### config.mk
export PLATFORM = sky130hd
export DESIGN_NAME = mie_core
export DESIGN_NICKNAME = d
export VERILOG_FILES = /design/src/core/mie_pkg.sv /design/src/core/mie_decode.sv /design/src/core/mie_ptr.sv /design/src/core/mie_core.sv
export SDC_FILE = /design/constraint.sdc
export NUM_CORES = 1
export LEC_CHECK = 0
export ABC_AREA = 1
export CAP_MARGIN = 20
export CORE_AREA = 4 4 125 127
export CTS_CLUSTER_SIZE = 30
export DETAILED_ROUTE_END_ITERATION = 6
export DIE_AREA = 0 0 129 131
export DONT_BUFFER_PORTS = 1
export GPL_ROUTABILITY_DRIVEN = 0
export MAX_ROUTING_LAYER = met4
export PLACE_DENSITY = 0.93
export SYNTH_ARGS = -nofsm -noshare
export SYNTH_HDL_FRONTEND = slang
export SYNTH_SLANG_ARGS = --single-unit
### constraint.sdc
create_clock -name i_clk -period 4.03 [get_ports i_clk]
set_input_delay 0.806 -clock i_clk [delete_from_list [all_inputs] [get_ports i_clk]]
set_output_delay 0.806 -clock i_clk [all_outputs]
set_load 0.02 [all_outputs]
### src/core/mie_pkg.sv
package mie_pkg;
   // Datapath widths
   localparam int DATA_W = 8;
   localparam int PTR_W = 16;
   localparam int BANK_W = 5;
   localparam int PAGE_W = 7;
   localparam int FILE_W = 7;
   localparam int OFS_W = 6;
   localparam int INSTR_W = 14;
   localparam int REG_AW = 3;
   localparam int REG_DW = 16;
   // Opcode patterns and masks
   localparam logic [13:0] OPC_LDI_UPD = 14'h0010;
   localparam logic [13:0] MSK_LDI_UPD = 14'h3FF8;
   localparam logic [13:0] OPC_LDI_OFS = 14'h3F00;
   localparam logic [13:0] MSK_LDI_OFS = 14'h3F80;
   localparam logic [13:0] OPC_LDB = 14'h0020;
   localparam logic [13:0] MSK_LDB = 14'h3FE0;
   localparam logic [13:0] OPC_LDP = 14'h3180;
   localparam logic [13:0] MSK_LDP = 14'h3F80;
   localparam logic [13:0] OPC_LDA = 14'h3000;
   localparam logic [13:0] MSK_LDA = 14'h3C00;
   localparam logic [13:0] OPC_STA = 14'h0080;
   localparam logic [13:0] MSK_STA = 14'h3F80;
   // Field positions
   localparam int SEL_BIT_UPD = 2;
   localparam int SEL_BIT_OFS = 6;
   // Pointer update codes
   localparam logic [1:0] UPD_PRE_INC = 2'h0;
   localparam logic [1:0] UPD_PRE_DEC = 2'h1;
   localparam logic [1:0] UPD_POST_INC = 2'h2;
   localparam logic [1:0] UPD_POST_DEC = 2'h3;
   // File addresses that alias the indirect access ports
   localparam logic [6:0] IND_PORT0_F = 7'h00;
   localparam logic [6:0] IND_PORT1_F = 7'h01;
   // Register port offsets
   localparam logic [2:0] REG_ACC = 3'h0;
   localparam logic [2:0] REG_BANK = 3'h1;
   localparam logic [2:0] REG_PAGE = 3'h2;
   localparam logic [2:0] REG_PTR0 = 3'h3;
   localparam logic [2:0] REG_PTR1 = 3'h4;
   localparam logic [2:0] REG_STATUS = 3'h5;
   // Reset values
   localparam logic [7:0] ACC_RST = 8'h00;
   localparam logic [4:0] BANK_RST = 5'h00;
   localparam logic [6:0] PAGE_RST = 7'h00;
   localparam logic [15:0] PTR_RST = 16'h0000;
   // Decoded operation
   typedef enum logic [2:0] {
      OP_NONE, OP_LDI_UPD, OP_LDI_OFS, OP_LDB, OP_LDP, OP_LDA, OP_STA
   } mie_op_t;
endpackage

### src/core/mie_decode.sv
module mie_decode (
   input wire logic [mie_pkg::INSTR_W-1:0] i_instr, // Instruction word
   output mie_pkg::mie_op_t o_op, // Decoded operation
   output logic o_sel, // Pointer select
   output logic [1:0] o_code, // Pointer update code
   output logic [mie_pkg::OFS_W-1:0] o_ofs, // Signed offset
   output logic [mie_pkg::DATA_W-1:0] o_lit, // Literal field
   output logic [mie_pkg::FILE_W-1:0] o_file // File address
);
   import mie_pkg::*;

   // Fields are sliced unconditionally; the op says which ones matter
   assign o_code = i_instr[1:0];
   assign o_ofs = i_instr[OFS_W-1:0];
   assign o_lit = i_instr[DATA_W-1:0];
   assign o_file = i_instr[FILE_W-1:0];

   // Match each pattern under its mask
   always_comb begin
      o_op = OP_NONE;
      o_sel = 1'b0;
      if ((i_instr & MSK_LDI_UPD) == OPC_LDI_UPD) begin
         o_op = OP_LDI_UPD;
         o_sel = i_instr[SEL_BIT_UPD];
      end else if ((i_instr & MSK_LDI_OFS) == OPC_LDI_OFS) begin
         o_op = OP_LDI_OFS;
         o_sel = i_instr[SEL_BIT_OFS];
      end else if ((i_instr & MSK_LDB) == OPC_LDB) begin
         o_op = OP_LDB;
      end else if ((i_instr & MSK_LDP) == OPC_LDP) begin
         o_op = OP_LDP;
      end else if ((i_instr & MSK_LDA) == OPC_LDA) begin
         // Filler bits are masked out, so the cleared form decodes
         o_op = OP_LDA;
      end else if ((i_instr & MSK_STA) == OPC_STA) begin
         o_op = OP_STA;
      end
   end
endmodule

### src/core/mie_ptr.sv
module mie_ptr #(
   parameter int W = mie_pkg::PTR_W
) (
   input wire logic i_clk, // Clock
   input wire logic i_rst, // Async reset
   input wire logic i_upd, // Indirect load uses this pointer
   input wire logic i_ofs_mode, // Relative offset form
   input wire logic [1:0] i_code, // Update code
   input wire logic [mie_pkg::OFS_W-1:0] i_ofs, // Signed offset
   input wire logic i_wr, // Software write
   input wire logic [W-1:0] i_wdata, // Software write data
   output logic [W-1:0] o_ptr, // Pointer value
   output logic [W-1:0] o_ea // Effective address
);
   import mie_pkg::*;

   // A pointer narrower than the offset field could not reach both offset limits
   if (W < OFS_W) begin : g_bad_width
      $error("mie_ptr: W below offset width");
   end

   logic [W-1:0] ptr_reg;
   logic [W-1:0] ptr_next;
   logic [W-1:0] ofs_ext; // Sign-extended offset

   assign ofs_ext = W'($signed(i_ofs));
   assign o_ptr = ptr_reg;

   // Effective address; sums drop the carry so the range wraps
   always_comb begin
      case (i_code)
         UPD_PRE_INC: o_ea = ptr_reg + W'(1);
         UPD_PRE_DEC: o_ea = ptr_reg - W'(1);
         default: o_ea = ptr_reg;
      endcase
      if (i_ofs_mode) begin
         o_ea = ptr_reg + ofs_ext;
      end
   end

   // Pointer step after the move; bit 0 of the code picks the direction
   always_comb begin
      if (i_ofs_mode) begin
         ptr_next = ptr_reg;
      end else if (i_code[0]) begin
         ptr_next = ptr_reg - W'(1);
      end else begin
         ptr_next = ptr_reg + W'(1);
      end
   end

   // Instruction update wins over a software write in the same cycle
   always_ff @(posedge i_clk or posedge i_rst) begin
      if (i_rst) begin
         ptr_reg <= W'(PTR_RST);
      end else if (i_upd) begin
         ptr_reg <= ptr_next;
      end else if (i_wr) begin
         ptr_reg <= i_wdata;
      end
   end
endmodule

### src/core/mie_core.sv
module mie_core #(
   parameter int PTR_W = mie_pkg::PTR_W
) (
   input wire logic i_clk, // 100 MHz clock
   input wire logic i_rst, // Async reset, active high
   input wire logic [mie_pkg::INSTR_W-1:0] i_instr, // Instruction word
   input wire logic i_instr_valid, // Instruction offered
   output logic o_instr_ready, // Core can take an instruction
   output logic [PTR_W-1:0] o_mem_addr, // Data memory address
   output logic o_mem_rd, // Memory read pulse
   output logic o_mem_wr, // Memory write pulse
   output logic [mie_pkg::DATA_W-1:0] o_mem_wdata, // Memory write data
   input wire logic [mie_pkg::DATA_W-1:0] i_mem_rdata, // Read data, cycle after o_mem_rd
   output logic [mie_pkg::DATA_W-1:0] o_acc, // Accumulator
   output logic [mie_pkg::BANK_W-1:0] o_bank, // Bank select latch
   output logic [mie_pkg::PAGE_W-1:0] o_page, // Program counter high latch
   output logic o_zero, // Null-result flag
   input wire logic [mie_pkg::REG_AW-1:0] i_reg_addr, // Register port address
   input wire logic [mie_pkg::REG_DW-1:0] i_reg_wdata, // Register write data
   input wire logic i_reg_wr, // Register write strobe
   input wire logic i_reg_rd, // Register read strobe
   output logic [mie_pkg::REG_DW-1:0] o_reg_rdata // Read data, cycle after strobe
);
   import mie_pkg::*;

   // The store address must fit inside a pointer-wide address bus
   // Twelve bits hold bank and operand; the register port caps it at sixteen
   if (PTR_W < BANK_W + FILE_W || PTR_W > REG_DW) begin : g_bad_width
      $error("mie_core: PTR_W out of range");
   end

   // Load sequence states
   typedef enum logic [1:0] {ST_IDLE, ST_ISSUE, ST_CAPTURE} mie_state_t;

   mie_state_t state_reg; // Load sequence state
   mie_state_t state_next; // Next load state

   // Decoder fields
   mie_op_t op; // Decoded operation
   logic sel; // Pointer select
   logic [1:0] code; // Pointer update code
   logic [OFS_W-1:0] ofs; // Signed offset field
   logic [DATA_W-1:0] lit; // Literal field
   logic [FILE_W-1:0] file; // File address field
   logic accept; // Instruction taken this cycle
   logic is_ldi; // Either indirect load form

   // Pointer slices
   logic [PTR_W-1:0] ptr [2]; // Pointer values
   logic [PTR_W-1:0] ea [2]; // Effective addresses
   logic [PTR_W-1:0] sta_addr; // Store target after redirect

   // Architectural state seen by software
   logic [DATA_W-1:0] acc_reg; // Accumulator
   logic [BANK_W-1:0] bank_reg; // Bank select latch
   logic [PAGE_W-1:0] page_reg; // Page latch
   logic zero_reg; // Null-result flag

   // Memory request, registered so the far side sees clean pulses
   logic [PTR_W-1:0] addr_reg; // Memory address
   logic rd_reg; // Read pulse
   logic wr_reg; // Write pulse
   logic [DATA_W-1:0] wdata_reg; // Write data

   // Register port
   logic [REG_DW-1:0] rdata_reg; // Register port read data
   logic [REG_DW-1:0] rdata_next; // Register port read mux

   // Pure decode, no state; fields are valid whenever the word is
   mie_decode u_decode (
      .i_instr(i_instr),
      .o_op(op),
      .o_sel(sel),
      .o_code(code),
      .o_ofs(ofs),
      .o_lit(lit),
      .o_file(file)
   );

   // A load holds off new instructions until its data is captured
   assign o_instr_ready = (state_reg == ST_IDLE);
   assign accept = i_instr_valid && o_instr_ready;
   assign is_ldi = (op == OP_LDI_UPD) || (op == OP_LDI_OFS);

   // One pointer slice per indirect port
   // Both slices see the same code; only the selected one is enabled
   for (genvar g = 0; g < 2; g++) begin : g_ptr
      mie_ptr #(
         .W(PTR_W)
      ) u_ptr (
         .i_clk(i_clk),
         .i_rst(i_rst),
         .i_upd(accept && is_ldi && (sel == 1'(g))),
         .i_ofs_mode(op == OP_LDI_OFS),
         .i_code(code),
         .i_ofs(ofs),
         .i_wr(i_reg_wr && (i_reg_addr == REG_PTR0 + 3'(g))),
         .i_wdata(i_reg_wdata[PTR_W-1:0]),
         .o_ptr(ptr[g]),
         .o_ea(ea[g])
      );
   end

   // Store target: bank and operand, unless it names an indirect port
   always_comb begin
      sta_addr = PTR_W'({bank_reg, file});
      // Ports 0 and 1 are not storage; the pointer names the real byte
      if (file == IND_PORT0_F) begin
         sta_addr = ptr[0];
      end else if (file == IND_PORT1_F) begin
         sta_addr = ptr[1];
      end
   end

   // Load sequence: issue read, then capture the returned byte
   // Ready stays low in issue and capture, which is the two-cycle gap
   always_comb begin
      case (state_reg)
         ST_IDLE: state_next = (accept && is_ldi) ? ST_ISSUE : ST_IDLE;
         ST_ISSUE: state_next = ST_CAPTURE;
         ST_CAPTURE: state_next = ST_IDLE;
         default: state_next = ST_IDLE;
      endcase
   end

   // State register; a load always runs the same three steps
   always_ff @(posedge i_clk or posedge i_rst) begin
      if (i_rst) begin
         state_reg <= ST_IDLE;
      end else begin
         state_reg <= state_next;
      end
   end

   // Memory request; the effective address is sampled before the pointer moves
   // Write data is the accumulator as it stands at the taking edge
   always_ff @(posedge i_clk or posedge i_rst) begin
      if (i_rst) begin
         addr_reg <= '0;
         rd_reg <= 1'b0;
         wr_reg <= 1'b0;
         wdata_reg <= '0;
      end else begin
         rd_reg <= accept && is_ldi;
         wr_reg <= accept && (op == OP_STA);
         if (accept && is_ldi) begin
            addr_reg <= ea[sel];
         end else if (accept && (op == OP_STA)) begin
            addr_reg <= sta_addr;
            wdata_reg <= acc_reg;
         end
      end
   end

   // Accumulator: captured byte, literal, then software write
   // Software loses to an instruction in the same cycle
   always_ff @(posedge i_clk or posedge i_rst) begin
      if (i_rst) begin
         acc_reg <= ACC_RST;
      end else if (state_reg == ST_CAPTURE) begin
         acc_reg <= i_mem_rdata;
      end else if (accept && (op == OP_LDA)) begin
         acc_reg <= lit;
      end else if (i_reg_wr && (i_reg_addr == REG_ACC)) begin
         acc_reg <= i_reg_wdata[DATA_W-1:0];
      end
   end

   // Zero flag moves only with an indirect load; the literal moves leave it
   // Software has no write path to the flag, so only memory data sets it
   always_ff @(posedge i_clk or posedge i_rst) begin
      if (i_rst) begin
         zero_reg <= 1'b0;
      end else if (state_reg == ST_CAPTURE) begin
         zero_reg <= (i_mem_rdata == 8'h00);
      end
   end

   // Bank latch takes the full five-bit field, range check is software's
   // An instruction outranks a same-cycle software write
   always_ff @(posedge i_clk or posedge i_rst) begin
      if (i_rst) begin
         bank_reg <= BANK_RST;
      end else if (accept && (op == OP_LDB)) begin
         bank_reg <= lit[BANK_W-1:0];
      end else if (i_reg_wr && (i_reg_addr == REG_BANK)) begin
         bank_reg <= i_reg_wdata[BANK_W-1:0];
      end
   end

   // Page latch
   // Same priority order as the bank latch
   always_ff @(posedge i_clk or posedge i_rst) begin
      if (i_rst) begin
         page_reg <= PAGE_RST;
      end else if (accept && (op == OP_LDP)) begin
         page_reg <= lit[PAGE_W-1:0];
      end else if (i_reg_wr && (i_reg_addr == REG_PAGE)) begin
         page_reg <= i_reg_wdata[PAGE_W-1:0];
      end
   end

   // Register port read mux; unmapped offsets read zero
   // Status packs busy above the flag so polling needs one read
   always_comb begin
      rdata_next = '0;
      case (i_reg_addr)
         REG_ACC: rdata_next = REG_DW'(acc_reg);
         REG_BANK: rdata_next = REG_DW'(bank_reg);
         REG_PAGE: rdata_next = REG_DW'(page_reg);
         REG_PTR0: rdata_next = REG_DW'(ptr[0]);
         REG_PTR1: rdata_next = REG_DW'(ptr[1]);
         REG_STATUS: rdata_next = REG_DW'({!o_instr_ready, zero_reg});
         default: rdata_next = '0;
      endcase
   end

   // Read data stand only in the cycle after the strobe
   always_ff @(posedge i_clk or posedge i_rst) begin
      if (i_rst) begin
         rdata_reg <= '0;
      end else if (i_reg_rd) begin
         rdata_reg <= rdata_next;
      end else begin
         rdata_reg <= '0;
      end
   end

   // Outputs other than o_instr_ready come straight from registers, so they never glitch
   assign o_mem_addr = addr_reg;
   assign o_mem_rd = rd_reg;
   assign o_mem_wr = wr_reg;
   assign o_mem_wdata = wdata_reg;
   assign o_acc = acc_reg;
   assign o_bank = bank_reg;
   assign o_page = page_reg;
   assign o_zero = zero_reg;
   assign o_reg_rdata = rdata_reg;
endmodule

==> Yosys cells after proc, flatten, opt, wreduce, memory -nomap -nowiden <==
Index checks and enable logic that the tools add are counted.
W data, S select, Z words.
{ "word_totals": {"out_inout_bits": 64, "regBits": 97, "elab_cells": 112} }
{ "classes": {"eq_ne": 23, "bitwise": 3, "mux": 38, "add_sub_neg": 6, "n_reduce_logical": 29, "magnitude_cmp": 1} }
{ "ops": {"columns": ["cell", "count"], "rows": [
  ["$mux W16", 18],
  ["$pmux W16 S6", 1],
  ["$pmux W16 S2", 2],
  ["$add A16 B1 Y16 const B", 2],
  ["$add A16 B16 Y16", 2],
  ["$sub A16 B1 Y16 const B", 2],
  ["$mux W8", 3],
  ["$mux W3", 6],
  ["$eq A3 B3 Y1 const B", 5],
  ["$eq A7 B1 Y1 const B", 2],
  ["$eq A7 B7 Y1 const B", 2],
  ["$mux W7", 2],
  ["$logic_and A1 B1 Y1", 13],
  ["$eq A3 B2 Y1 const B", 4],
  ["$eq A11 B2 Y1 const B", 1],
  ["$mux W5", 2],
  ["$reduce_bool A2 Y1", 5],
  ["$eq A9 B1 Y1 const B", 1],
  ["$logic_not A8 Y1", 1],
  ["$logic_not A7 Y1", 1],
  ["$eq A3 B1 Y1 const B", 2],
  ["$reduce_and A2 Y1", 3],
  ["$eq A2 B1 Y1 const B", 2],
  ["$eq A4 B4 Y1 const B", 1],
  ["other kinds (12)", 17]
]} }

==> Depth between registers and ports, before layout <==
Gate-level depths: netlist of run 1.
{ "logic_depth": {"depth_word": 13, "mapped_depth": 16, "ltp_nobuf": 15} }

==> Hierarchy <==
Synthesis of run 1 repeated with hierarchy kept, for this count alone.
{ "unflattened": {"cells_unflattened": 1782, "area_unflattened_um2": 10442.5} }
{ "modules_own_cells": {"columns": ["module", "cells_per_inst", "area_each_um2", "n_inst", "seq_area_each_um2"], "rows": [
  ["mie_core", 601, 3973.8, 1, 1626.6],
  ["mie_ptr at g_ptr[0].u_ptr", 564, 3057.9, 1, 400.4],
  ["mie_ptr at g_ptr[1].u_ptr", 556, 3054.2, 1, 400.4],
  ["mie_decode", 61, 356.6, 1, 0.0]
]} }

==> Worst setup path after synthesis of run 1 <==
OpenSTA, ideal clock, no wires.
{ "synth_timing": {"path_type": "input to register", "from": "input port i_instr[1] (netlist bit)", "to": "register addr_reg[14] (netlist: o_mem_addr[14])", "path_buffers": 2, "path_stages": 16, "path_slack_ps": 1199, "arrival_ps": 2718, "cell_sequence": "buf_2 -> inv_1 -> clkbuf_1 -> fa_1 -> o21ai_0 -> nand2_1 -> nand2_1 -> nand2_1 -> nand2_1 -> nand2_1 -> nand3_1 -> nand2_1 -> nand2_1 -> nand3_1 -> nand2_1 -> inv_1"} }
{ "synth_via": {"elab_chain_cells": 7, "elab_cells_between_ends": 17, "classes_between": "add/sub (2); eq/ne (2); mux (11); reduce/logical (2)"} }
{ "synth_lines": {"columns": ["item", "line_no", "text"], "rows": [
  ["start: declaration", "mie_core.sv:6", "input wire logic [mie_pkg::INSTR_W-1:0] i_instr,"],
  ["parallel branches: the longest is 6 deep, another holds $add A16 B16 Y16", null, null],
  ["$mux W16 *", "mie_core.sv:146", "if (accept && is_ldi) begin"],
  ["end signal: assignment", "mie_core.sv:147", "addr_reg <= ea[sel];"],
  ["end signal: assignment", "mie_core.sv:149", "addr_reg <= sta_addr;"],
  ["end: declaration", "mie_core.sv:60", "logic [PTR_W-1:0] addr_reg;"]
]} }
Mark *: on every way between the ends. The select of a mux whose other input is x is not followed.
A chain may end at the register's enable or synchronous reset.

==> Worst setup path after layout of run 1 <==
{ "layout_timing": {"from": "register state_reg[0]", "to": "register g_ptr[0].u_ptr.ptr_reg[2]"} }
{ "layout_via": {"elab_chain_cells": 6, "elab_cells_between_ends": 8, "classes_between": "eq/ne (1); mux (1); reduce/logical (6)"} }
{ "layout_lines": {"columns": ["item", "line_no", "text"], "rows": [
  ["start: declaration", "mie_core.sv:35", "mie_state_t state_reg;"],
  ["start signal: assignment", "mie_core.sv:131", "state_reg <= state_next;"],
  ["$logic_not A2 Y1 *", "mie_core.sv:81", "assign o_instr_ready = (state_reg == ST_IDLE);"],
  ["via o_instr_ready", "mie_core.sv:8", "output logic o_instr_ready,"],
  ["$logic_and A1 B1 Y1 *", "mie_core.sv:82", "assign accept = i_instr_valid && o_instr_ready;"],
  ["$logic_and A1 B1 Y1 * (2 in a row)", "mie_core.sv:93", ".i_upd(accept && is_ldi && (sel == 1'(g))),"],
  ["$ne A2 B2 Y1 (no line) / $reduce_bool A2 Y1 (equally long branches)", null, null],
  ["$reduce_and A2 Y1 (no line)", null, null],
  ["end signal: assignment", "mie_ptr.sv:55", "ptr_reg <= W'(PTR_RST);"],
  ["end signal: assignment", "mie_ptr.sv:57", "ptr_reg <= ptr_next;"],
  ["end signal: assignment", "mie_ptr.sv:59", "ptr_reg <= i_wdata;"],
  ["end: declaration", "mie_ptr.sv:22", "logic [W-1:0] ptr_reg;"]
]} }
The timed path passes the listed nets; every way through them passes the cells marked *.

==> flow_summary.ini, run 1 <==
[sta]
worst_pin_slew_ns = 1.02
fin_setup_tns_ns = 0
setup_ws_ns = 1.10
max_slew_margin_pct = 31.9
fmax_mhz = 341
rsz0062_at_grt = false
slew_viol_final = 0
period_share_pct = 72.8
setup_viol = 0
finClkSkew_ns = 0.0139
layout_min_cycle_time_ns = 2.93
whs_ns = 0.465
hold_viol_final = 0

[power_and_ir_drop]
seq_power_share_pct = 38.8
p_per_area_nw_per_um2 = 425
p_int_mw = 2.20
ir_drop_mv = 0.287
clkPwrFrac_pct = 22.3
switching_power_mw = 1.98
p_sw_share_pct = 47.4
p_comb_share_pct = 38.9
power_leakage_nw = 5.24

[yosys]
synth_edf_count = 0
synthArstFlopShare_pct = 100
synth_area_um2 = 9470
yosysTopAreaCell = dfrtp_1
synth_common_cells = nand2_1 (595), inv_1 (185), nand3_1 (157)
ys_seq_elements = 97
synth_top_area_share_pct = 25.6
yosysMostFrequentCell = nand2_1
synth_area_leaders = dfrtp_1 (26%), nand2_1 (24%), nand3_1 (8.3%)
synth_top_flop_cell = dfrtp_1
syn_avg_cell_area_um2 = 5.93
yosys_warnings = 0
postSynthCellCount = 1596
syn_nets = 1682
synthDistinctLibCells = 41
yosysSeqAreaShare_pct = 25.6

[die]
coreArea_um2 = 14400
die_area_um2 = 16900
initial_utilization_pct = 65.7
pin_count = 110
die_w_um = 129
die_height_um = 131
num_rows = 44

[worst_setup_path]
crit_path_frequent_cell = nand2_2
max_stage_delay_ns = 0.56
reg2reg_slack_ns = 1.10
cp_top_family = simple AND/OR/NAND/NOR gates
crit_slowest_cell = nor2_1
crit_fanout = 31
rr_endpoint = g_ptr[0].u_ptr.o_ptr[2]
arrival_ns = 3.20
reg2regPathDepth = 9
end_kind = flip-flop
path_class = reg2reg
crit_buf_inv = 0
path_cells = nor2_1 -> nand2_1 -> nor2_1 -> nand3_1 -> nand2_2 -> nand2_2 -> nand3_2 -> nand2_2 -> o21ai_0
cp-start-kind = flip-flop
r2r-start = state_reg[0]
worstPathRequired_ns = 4.29

[job]
cap_violations = 0

[route]
via_per_inst = 6.40
drt_iter0_drc = 1910
drt_wl_total_mm = 33.4
num_vias = 11179
first_pass_iters = 7
wl_per_cell_um = 19.1
antenna_left = 0
drc_errors = 71

[placement]
detailed_place_hpwl_mm = 24.2
post_dp_cell_area_um2 = 9520
place_worst_setup_slack_ns = 1.06
port_buffers = 0

[layout]
drive_above_1_share_pct = 3.52
fillers = 1255
nets = 1644
area_growth_pct = 3.84
largest_reg_flops = 32
diodes = 0
post-route-cell-area_um2 = 9830

[hold_path]
hold_depth = 1
min_path_type = reg2reg
hp-start = state_reg[1]
min_to = state_reg[1]

[clock_network]
clockRootBuffer = clkbuf_16
htreeDepth = 3
post-cts-setup-buffers = 0
cts.clk_slew.worst_paths_ns = 0.08
ctsHoldBuffers = 0
cts_resized = 0
cts_num_sinks = 97
clk_path_buf_depth = 2
insertion_delay_ns = 0.37
numCtsBuffers = 9
cts_tree = yes

[grt]
grt_start_max_net_pins = 73
antenna_found_initial = 0
grt_use_total_pct = 40.7
grt_pass1_vias = 10133
met1_usage_pct = 49.3
busiest_layer = met2
use_met2_pct = 59.2
grt_pass1_wl_mm = 52.3
grtUsageMet3_pct = 11.7
grt-ovfl-total = 0

[run_status]
status = finished, violations left
violations = DRC
==> logic make-up (layout without fill, tap and decap cells) <==
| family | Yosys count | after routing | synth area share, % |
|---|---|---|---|
| muxes | 7 | 7 | 0.740 |
| DFF | 97 | 97 | 25.6 |
| xor gates and xnor gates | 29 | 29 | 2.68 |
| and+or+nand+nor | 942 | 942 | 41.4 |
| AOI/OAI and AO/OA | 226 | 226 | 13.4 |
| adders and majority gates | 40 | 40 | 5.44 |
| buffers and inverters | 255 | 222 | 10.6 |
==> worst reg2reg max path, stage by stage, from the launching register on <==
cell     delay, ns
dfrtp_1       0.43
nor2_1        0.56
nand2_1       0.25
nor2_1        0.20
nand3_1       0.12
nand2_2       0.18
nand2_2       0.24
nand3_2       0.16
nand2_2       0.34
o21ai_0       0.35
==> worst max path at each step <==
stage,from,to,cells past startpoint
detailed placement,i_instr[10],g_ptr[0].u_ptr.o_ptr[13],9
floorplan,i_rst,g_ptr[0].u_ptr.o_ptr[0],1
CTS,state_reg[0],g_ptr[0].u_ptr.o_ptr[13],10
finish,state_reg[0],g_ptr[0].u_ptr.o_ptr[2],9
global route,state_reg[0],g_ptr[0].u_ptr.o_ptr[6],10
global placement,i_instr[10],g_ptr[0].u_ptr.o_ptr[6],9
==> through the flow <==
| stage | utilization, % | power, mW | instances |
|---|---|---|---|
| finish | 68.2 | 4.18 | 1747 |
| global route | 68.2 | 4.40 | 1747 |
| CTS | 68.2 | 4.09 | 1747 |
| detailed placement | 66.0 | 3.16 | 1731 |
| global placement | 66.0 | 3.11 | 1731 |
| floorplan | - | 2.72 | 1596 |
==> layer usage <==
layer | vias up | share of wire [%]
met5 | - | 0
met4 | 0 | 8.5
met3 | 252 | 15
met2 | 979 | 42
met1 | 4878 | 35
li1 | 5070 | -
==> final cells by class <==
class	count	area (µm²)	share of cell area [%]
multi-input cells	1244	6040	61.4
flip-flops and latches	97	2430	24.7
inverters	193	729	7.42
well taps	184	230	2.34
clock buffers	10	229	2.33
repair buffers	13	97.6	0.992
clock inverters	6	83.8	0.852
==> power by group through the flow <==
stage               clock network [mW]  logic [mW]  registers, mW
floorplan                            0        1.29           1.44
global placement                     0        1.49           1.62
detailed placement                   0        1.54           1.62
CTS                              0.926        1.56           1.60
global route                     0.960        1.81           1.63
finish                           0.932        1.63           1.62
==> layout by cell type, fill, tap and decap left out, drive strengths merged <==
cell type	Yosys	routed
a31oi	2	2
o21bai	1	1
nand3	158	158
dfrtp	97	97
o21ai	109	109
o22ai	15	15
xnor2	3	3
clkbuf	38	10
nand3b	9	9
fa	2	2
a221oi	6	6
mux2i	7	7
and2	3	3
nand2	603	603
a21oi	64	64
o221ai	7	7
nor2	128	128
buf	24	13
inv	190	193
a21boi	1	1
o211ai	16	16
xor2	26	26
bufinv	0	1
clkinv	3	5
nand4	17	17
nor4	1	1
or2	7	7
a22oi	5	5
ha	38	38
nor3	16	16
No activity file was read; power rests on OpenSTA's default activity.
==> run 2: changes to the inputs <==
==> constraint.sdc (replaced) <==
create_clock -name i_clk -period 3 [get_ports i_clk]
set_input_delay 0.6 -clock i_clk [delete_from_list [all_inputs] [get_ports i_clk]]
set_output_delay 0.6 -clock i_clk [all_outputs]
set_load 0.02 [all_outputs]
==> flow_summary.ini, run 2 (synthesis gave the netlist of run 1 again) <==
[grt]
grt_use_total_pct = 40.0
antenna_found_initial = 2
grt-ovfl-total = 0
grt_pass1_wl_mm = 51.5
grt_pass1_vias = 10155
grt_start_max_net_pins = 68

[sta]
max_slew_margin_pct = 49.6
rsz0062_at_grt = false
layout_min_cycle_time_ns = 2.68
setup_viol = 0
fin_setup_tns_ns = 0
fmax_mhz = 373
slew_viol_final = 0
hold_viol_final = 0
finClkSkew_ns = 0.0218
worst_pin_slew_ns = 0.755
period_share_pct = 89.4

[worst_setup_path]
end_kind = flip-flop
cp_top_family = simple AND/OR/NAND/NOR gates
crit_fanout = 7
path_class = reg2reg
cp-start-kind = flip-flop
worstPathRequired_ns = 3.26
crit_buf_inv = 2
crit_slowest_cell = dfrtp_1
crit_path_frequent_cell = nand2_1
path_cells = ha_1 -> inv_1 -> fa_1 -> o21ai_0 -> nand2_1 -> nand2_1 -> nand2_1 -> nand2_1 -> nand2_1 -> nand3_1 -> nand2_1 -> nand2_1 -> nand3_1 -> nand2_1 -> inv_1
max_stage_delay_ns = 0.57
arrival_ns = 2.94

[power_and_ir_drop]
clkPwrFrac_pct = 22.4
p_comb_share_pct = 39.5
power_leakage_nw = 5.31
seq_power_share_pct = 38.1
p_sw_share_pct = 48.2
p_int_mw = 2.92
power_mw = 5.64
ir_drop_mv = 0.441
switching_power_mw = 2.72
p_per_area_nw_per_um2 = 566

[route]
drc_errors = 0
first_pass_iters = 7
via_per_inst = 6.35
drt_iter0_drc = 1630
num_vias = 11177
antenna_left = 0
drt_wl_total_mm = 32.9
wl_per_cell_um = 18.7

[clock_network]
htreeDepth = 3
clockRootBuffer = clkbuf_16
cts.clk_slew.worst_paths_ns = 0.10
clk_path_buf_depth = 2
ctsHoldBuffers = 0
cts_resized = 0
insertion_delay_ns = 0.38
cts_num_sinks = 97
post-cts-setup-buffers = 0
cts_tree = yes
numCtsBuffers = 9

[layout]
largest_reg_flops = 32
nets = 1656
final_cell_mix = nand2_1 (595), inv_1 (184), nand3_1 (157)
area_growth_pct = 5.22
final_common_cell = nand2_1
drive_above_1_share_pct = 4.32

[hold_path]
min_path_type = in2async

[die]
die_w_um = 129
initial_utilization_pct = 65.7
pin_count = 110
die_area_um2 = 16900
coreArea_um2 = 14400
die_height_um = 131
num_rows = 44

[placement]
detailed_place_hpwl_mm = 24.2
port_buffers = 0

[run_status]
status = finished clean

[job]
cap_violations = 0
## run 2: changes by cell type in the layout (fill, tap and decap cells not counted)
cell	previous run	this run
inv_4	2	1
clkbuf_1	1	0
inv_12	0	1
clkinv_8	1	3
buf_12	0	2
buf_4	13	23
inv_8	1	2
clkinv_4	1	0
diode_2	0	2
inv_6	2	1
bufinv_16	1	0
clkinvlp_4	0	1
## run 2: area by class of cell
cell class                 count  area (µm²)
timing repair buffer          25         213
clock inverter                 7        96.3
multi-input combinational   1244        6040
antenna                        2        5.00
fill                        1240        4460
clock buffer                   9         225
inverter                     193         731
sequential                    97        2430
tap                          184         230
## run 2: layer usage
metal | wire length [µm] | global-route usage (%) | share of wire, %
met1 | 11600 | 48.1 | 35
met5 | 0 | - | 0
met2 | 13600 | 57.7 | 41
met3 | 4840 | 12.1 | 15
met4 | 2890 | 27.4 | 8.8
## run 2: worst paths after layout
path / start / end / slack [ns] / cells after the start
hold reg to reg: state_reg[1] / state_reg[1] / 0.46 / 1
setup reg to reg: g_ptr[1].u_ptr.o_ptr[0] / o_mem_addr[14] / 0.32 / 15
hold / removal: i_rst / g_ptr[1].u_ptr.o_ptr[5] / 0.21 / 1
max in group asynchronous: i_rst / g_ptr[1].u_ptr.o_ptr[2] / 2.00 / 2
setup / recovery: g_ptr[1].u_ptr.o_ptr[0] / o_mem_addr[14] / 0.32 / 15
min in group i_clk: i_reg_rd / o_reg_rdata[7] / 0.35 / 2
## run 2: stage by stage
step | worst slack [ns] | utilization, % | hold WS (ns) | std cells | area, µm²
finish | 0.318 | 69.1 | 0.214 | 1761 | 9960
global route | 0.124 | 69.1 | 0.273 | 1761 | 9960
global placement | 0.395 | 66.8 | 0.435 | 1743 | 9640
CTS | 0.397 | 69.0 | 0.236 | 1759 | 9960
floorplan | 0.375 | - | 0.422 | 1596 | 9470
detailed placement | 0.348 | 66.8 | 0.446 | 1743 | 9640
## run 2: worst reg2reg max path, delay by kind of cell, from the launching register on
| family | cells | cell delay, ns |
|---|---|---|
| buf+inv | 2 | 0.08 |
| simple gates | 10 | 0.80 |
| flops | 1 | 0.57 |
| compound gates | 1 | 0.46 |
| fa+ha+maj | 2 | 0.65 |
## run 2: power by group through the flow
stage | Combinational (mW) | Clock, mW | Sequential [mW]
6_report | 2.23 | 1.26 | 2.15
5_1_grt | 2.49 | 1.30 | 2.17
4_1_cts | 2.14 | 1.26 | 2.12
3_5_place_dp | 2.12 | 0 | 2.15
3_3_place_gp | 2.06 | 0 | 2.14
2_1_floorplan | 1.73 | 0 | 1.93
==> run 3: changes to the inputs <==
==> constraint.sdc (replaced) <==
create_clock -name i_clk -period 3 [get_ports i_clk]
set_input_delay 0.15 -clock i_clk [delete_from_list [all_inputs] [get_ports i_clk]]
set_output_delay 0.15 -clock i_clk [all_outputs]
set_load 0.02 [all_outputs]
==> flow_summary.ini, run 3 (synthesis gave the netlist of run 1 again) <==
[worst_setup_path]
path_class = reg2reg
crit_path_frequent_cell = nand2_1
worstPathRequired_ns = 3.26
crit_slowest_cell = dfrtp_1
rr_endpoint = o_mem_addr[8]
end_kind = flip-flop
arrival_ns = 2.91
crit_fanout = 6
cp_top_family = simple AND/OR/NAND/NOR gates
cp-start-kind = flip-flop
reg2regPathDepth = 14
reg2reg_slack_ns = 0.35
crit_buf_inv = 2
max_stage_delay_ns = 0.56
critPathLaunch = g_ptr[1].u_ptr.o_ptr[1]
r2r-start = g_ptr[1].u_ptr.o_ptr[1]
path_cells = inv_1 -> fa_1 -> o21ai_0 -> nand2_1 -> nand2_1 -> nand2_1 -> nand2_1 -> nand2_1 -> nand3_1 -> nand2_1 -> nand2_1 -> nand3_1 -> nand2_1 -> inv_1

[clock_network]
htreeDepth = 3
cts_num_sinks = 97
post-cts-setup-buffers = 0
cts.clk_slew.worst_paths_ns = 0.08
clockRootBuffer = clkbuf_16
clk_path_buf_depth = 2
ctsHoldBuffers = 15
numCtsBuffers = 9
cts_resized = 0
cts_tree = yes
insertion_delay_ns = 0.37

[sta]
setup_ws_ns = 0.354
rsz0062_at_grt = false
setup_viol = 0
finClkSkew_ns = 0.0111
fmax_mhz = 378
layout_min_cycle_time_ns = 2.65
fin_setup_tns_ns = 0
whs_ns = -0.00244
worst_pin_slew_ns = 0.813
max_slew_margin_pct = 45.6
hold_viol_final = 2
period_share_pct = 88.2
slew_viol_final = 0

[layout]
final_cell_mix = nand2_1 (595), inv_1 (184), nand3_1 (157)
largest_reg_flops = 32
drive_above_1_share_pct = 4.22
fin_cells = 1774
nets = 1670
final_common_cell = nand2_1
postLayoutCoreUtil_pct = 69.8
area_growth_pct = 6.25

[placement]
port_buffers = 0
detailed_place_hpwl_mm = 24.9
place_inst = 1742
place_worst_setup_slack_ns = 0.528

[route]
drt_wl_total_mm = 34.4
num_vias = 11419
first_pass_iters = 7
drc_errors = 23
drt_iter0_drc = 2049
wl_per_cell_um = 19.4
antenna_left = 0
via_per_inst = 6.44

[die]
die_height_um = 131
num_rows = 44
die_w_um = 129
initial_utilization_pct = 65.7
pin_count = 110
coreArea_um2 = 14400
die_area_um2 = 16900

[power_and_ir_drop]
p_per_area_nw_per_um2 = 556
power_mw = 5.60
power_leakage_nw = 5.35
ir_drop_mv = 0.600

[grt]
grt_pass1_wl_mm = 54.6
grt-ovfl-total = 0
grt_start_max_net_pins = 44
antenna_found_initial = 1
grt_use_total_pct = 42.4
grt_pass1_vias = 10716

[hold_path]
hp-start = i_mem_rdata[4]
min_path_type = in2reg
hold_depth = 2
min_to = o_acc[4]

[job]
cap_violations = 0

[run_status]
violations = DRC, hold timing
status = finished, violations left
-- run 3: changes by cell type in the layout (fill, tap and decap cells not counted), sizes merged --
cell	delta
diode	-1
dlygate4sd3	+15
buf	-1
-- run 3: report_power, final --
group          internal, mW  total [mW]  switching, mW  leakage (nW)
sequential             1.54        2.13          0.587          1.22
combinational         0.776        2.27           1.49          3.99
clock                 0.594        1.20          0.604         0.146
total                  2.91        5.60           2.68          5.35
-- run 3: layout make-up --
cell class              count  area (µm²)
multi-input cells        1244        6040
repair buffers             39         330
clock buffers               9         225
clock inverters             7        80.1
fillers                  1188        4360
diodes                      1        2.50
inverters                 193         729
well taps                 184         230
flip-flops and latches     97        2430
-- run 3: worst max path at each step --
stage | endpoint | slack (ns) | depth (start not counted)
finish | o_mem_addr[8] | 0.35 | 14
global route | o_mem_addr[14] | 0.20 | 14
global placement | o_mem_addr[8] | 0.62 | 15
CTS | o_mem_addr[8] | 0.49 | 15
detailed placement | o_mem_addr[8] | 0.53 | 15
floorplan | g_ptr[0].u_ptr.o_ptr[0] | 0.32 | 1
-- run 3: stage by stage --
step	area (µm²)	hold WS, ns
floorplan	9470	0.277
global placement	9600	0.0694
detailed placement	9600	0.0846
CTS	10100	0.0000361
global route	10100	0.0156
finish	10100	-0.00244
-- run 3: per-layer routing --
| layer | vias to the layer above | part of all wire (%) | GRT usage [%] |
|---|---|---|---|
| met4 | 0 | 8.3 | 25.4 |
| met2 | 1019 | 42 | 61.0 |
| met5 | - | 0 | - |
| met3 | 295 | 16 | 16.5 |
| met1 | 4980 | 34 | 50.1 |
| li1 | 5125 | - | - |
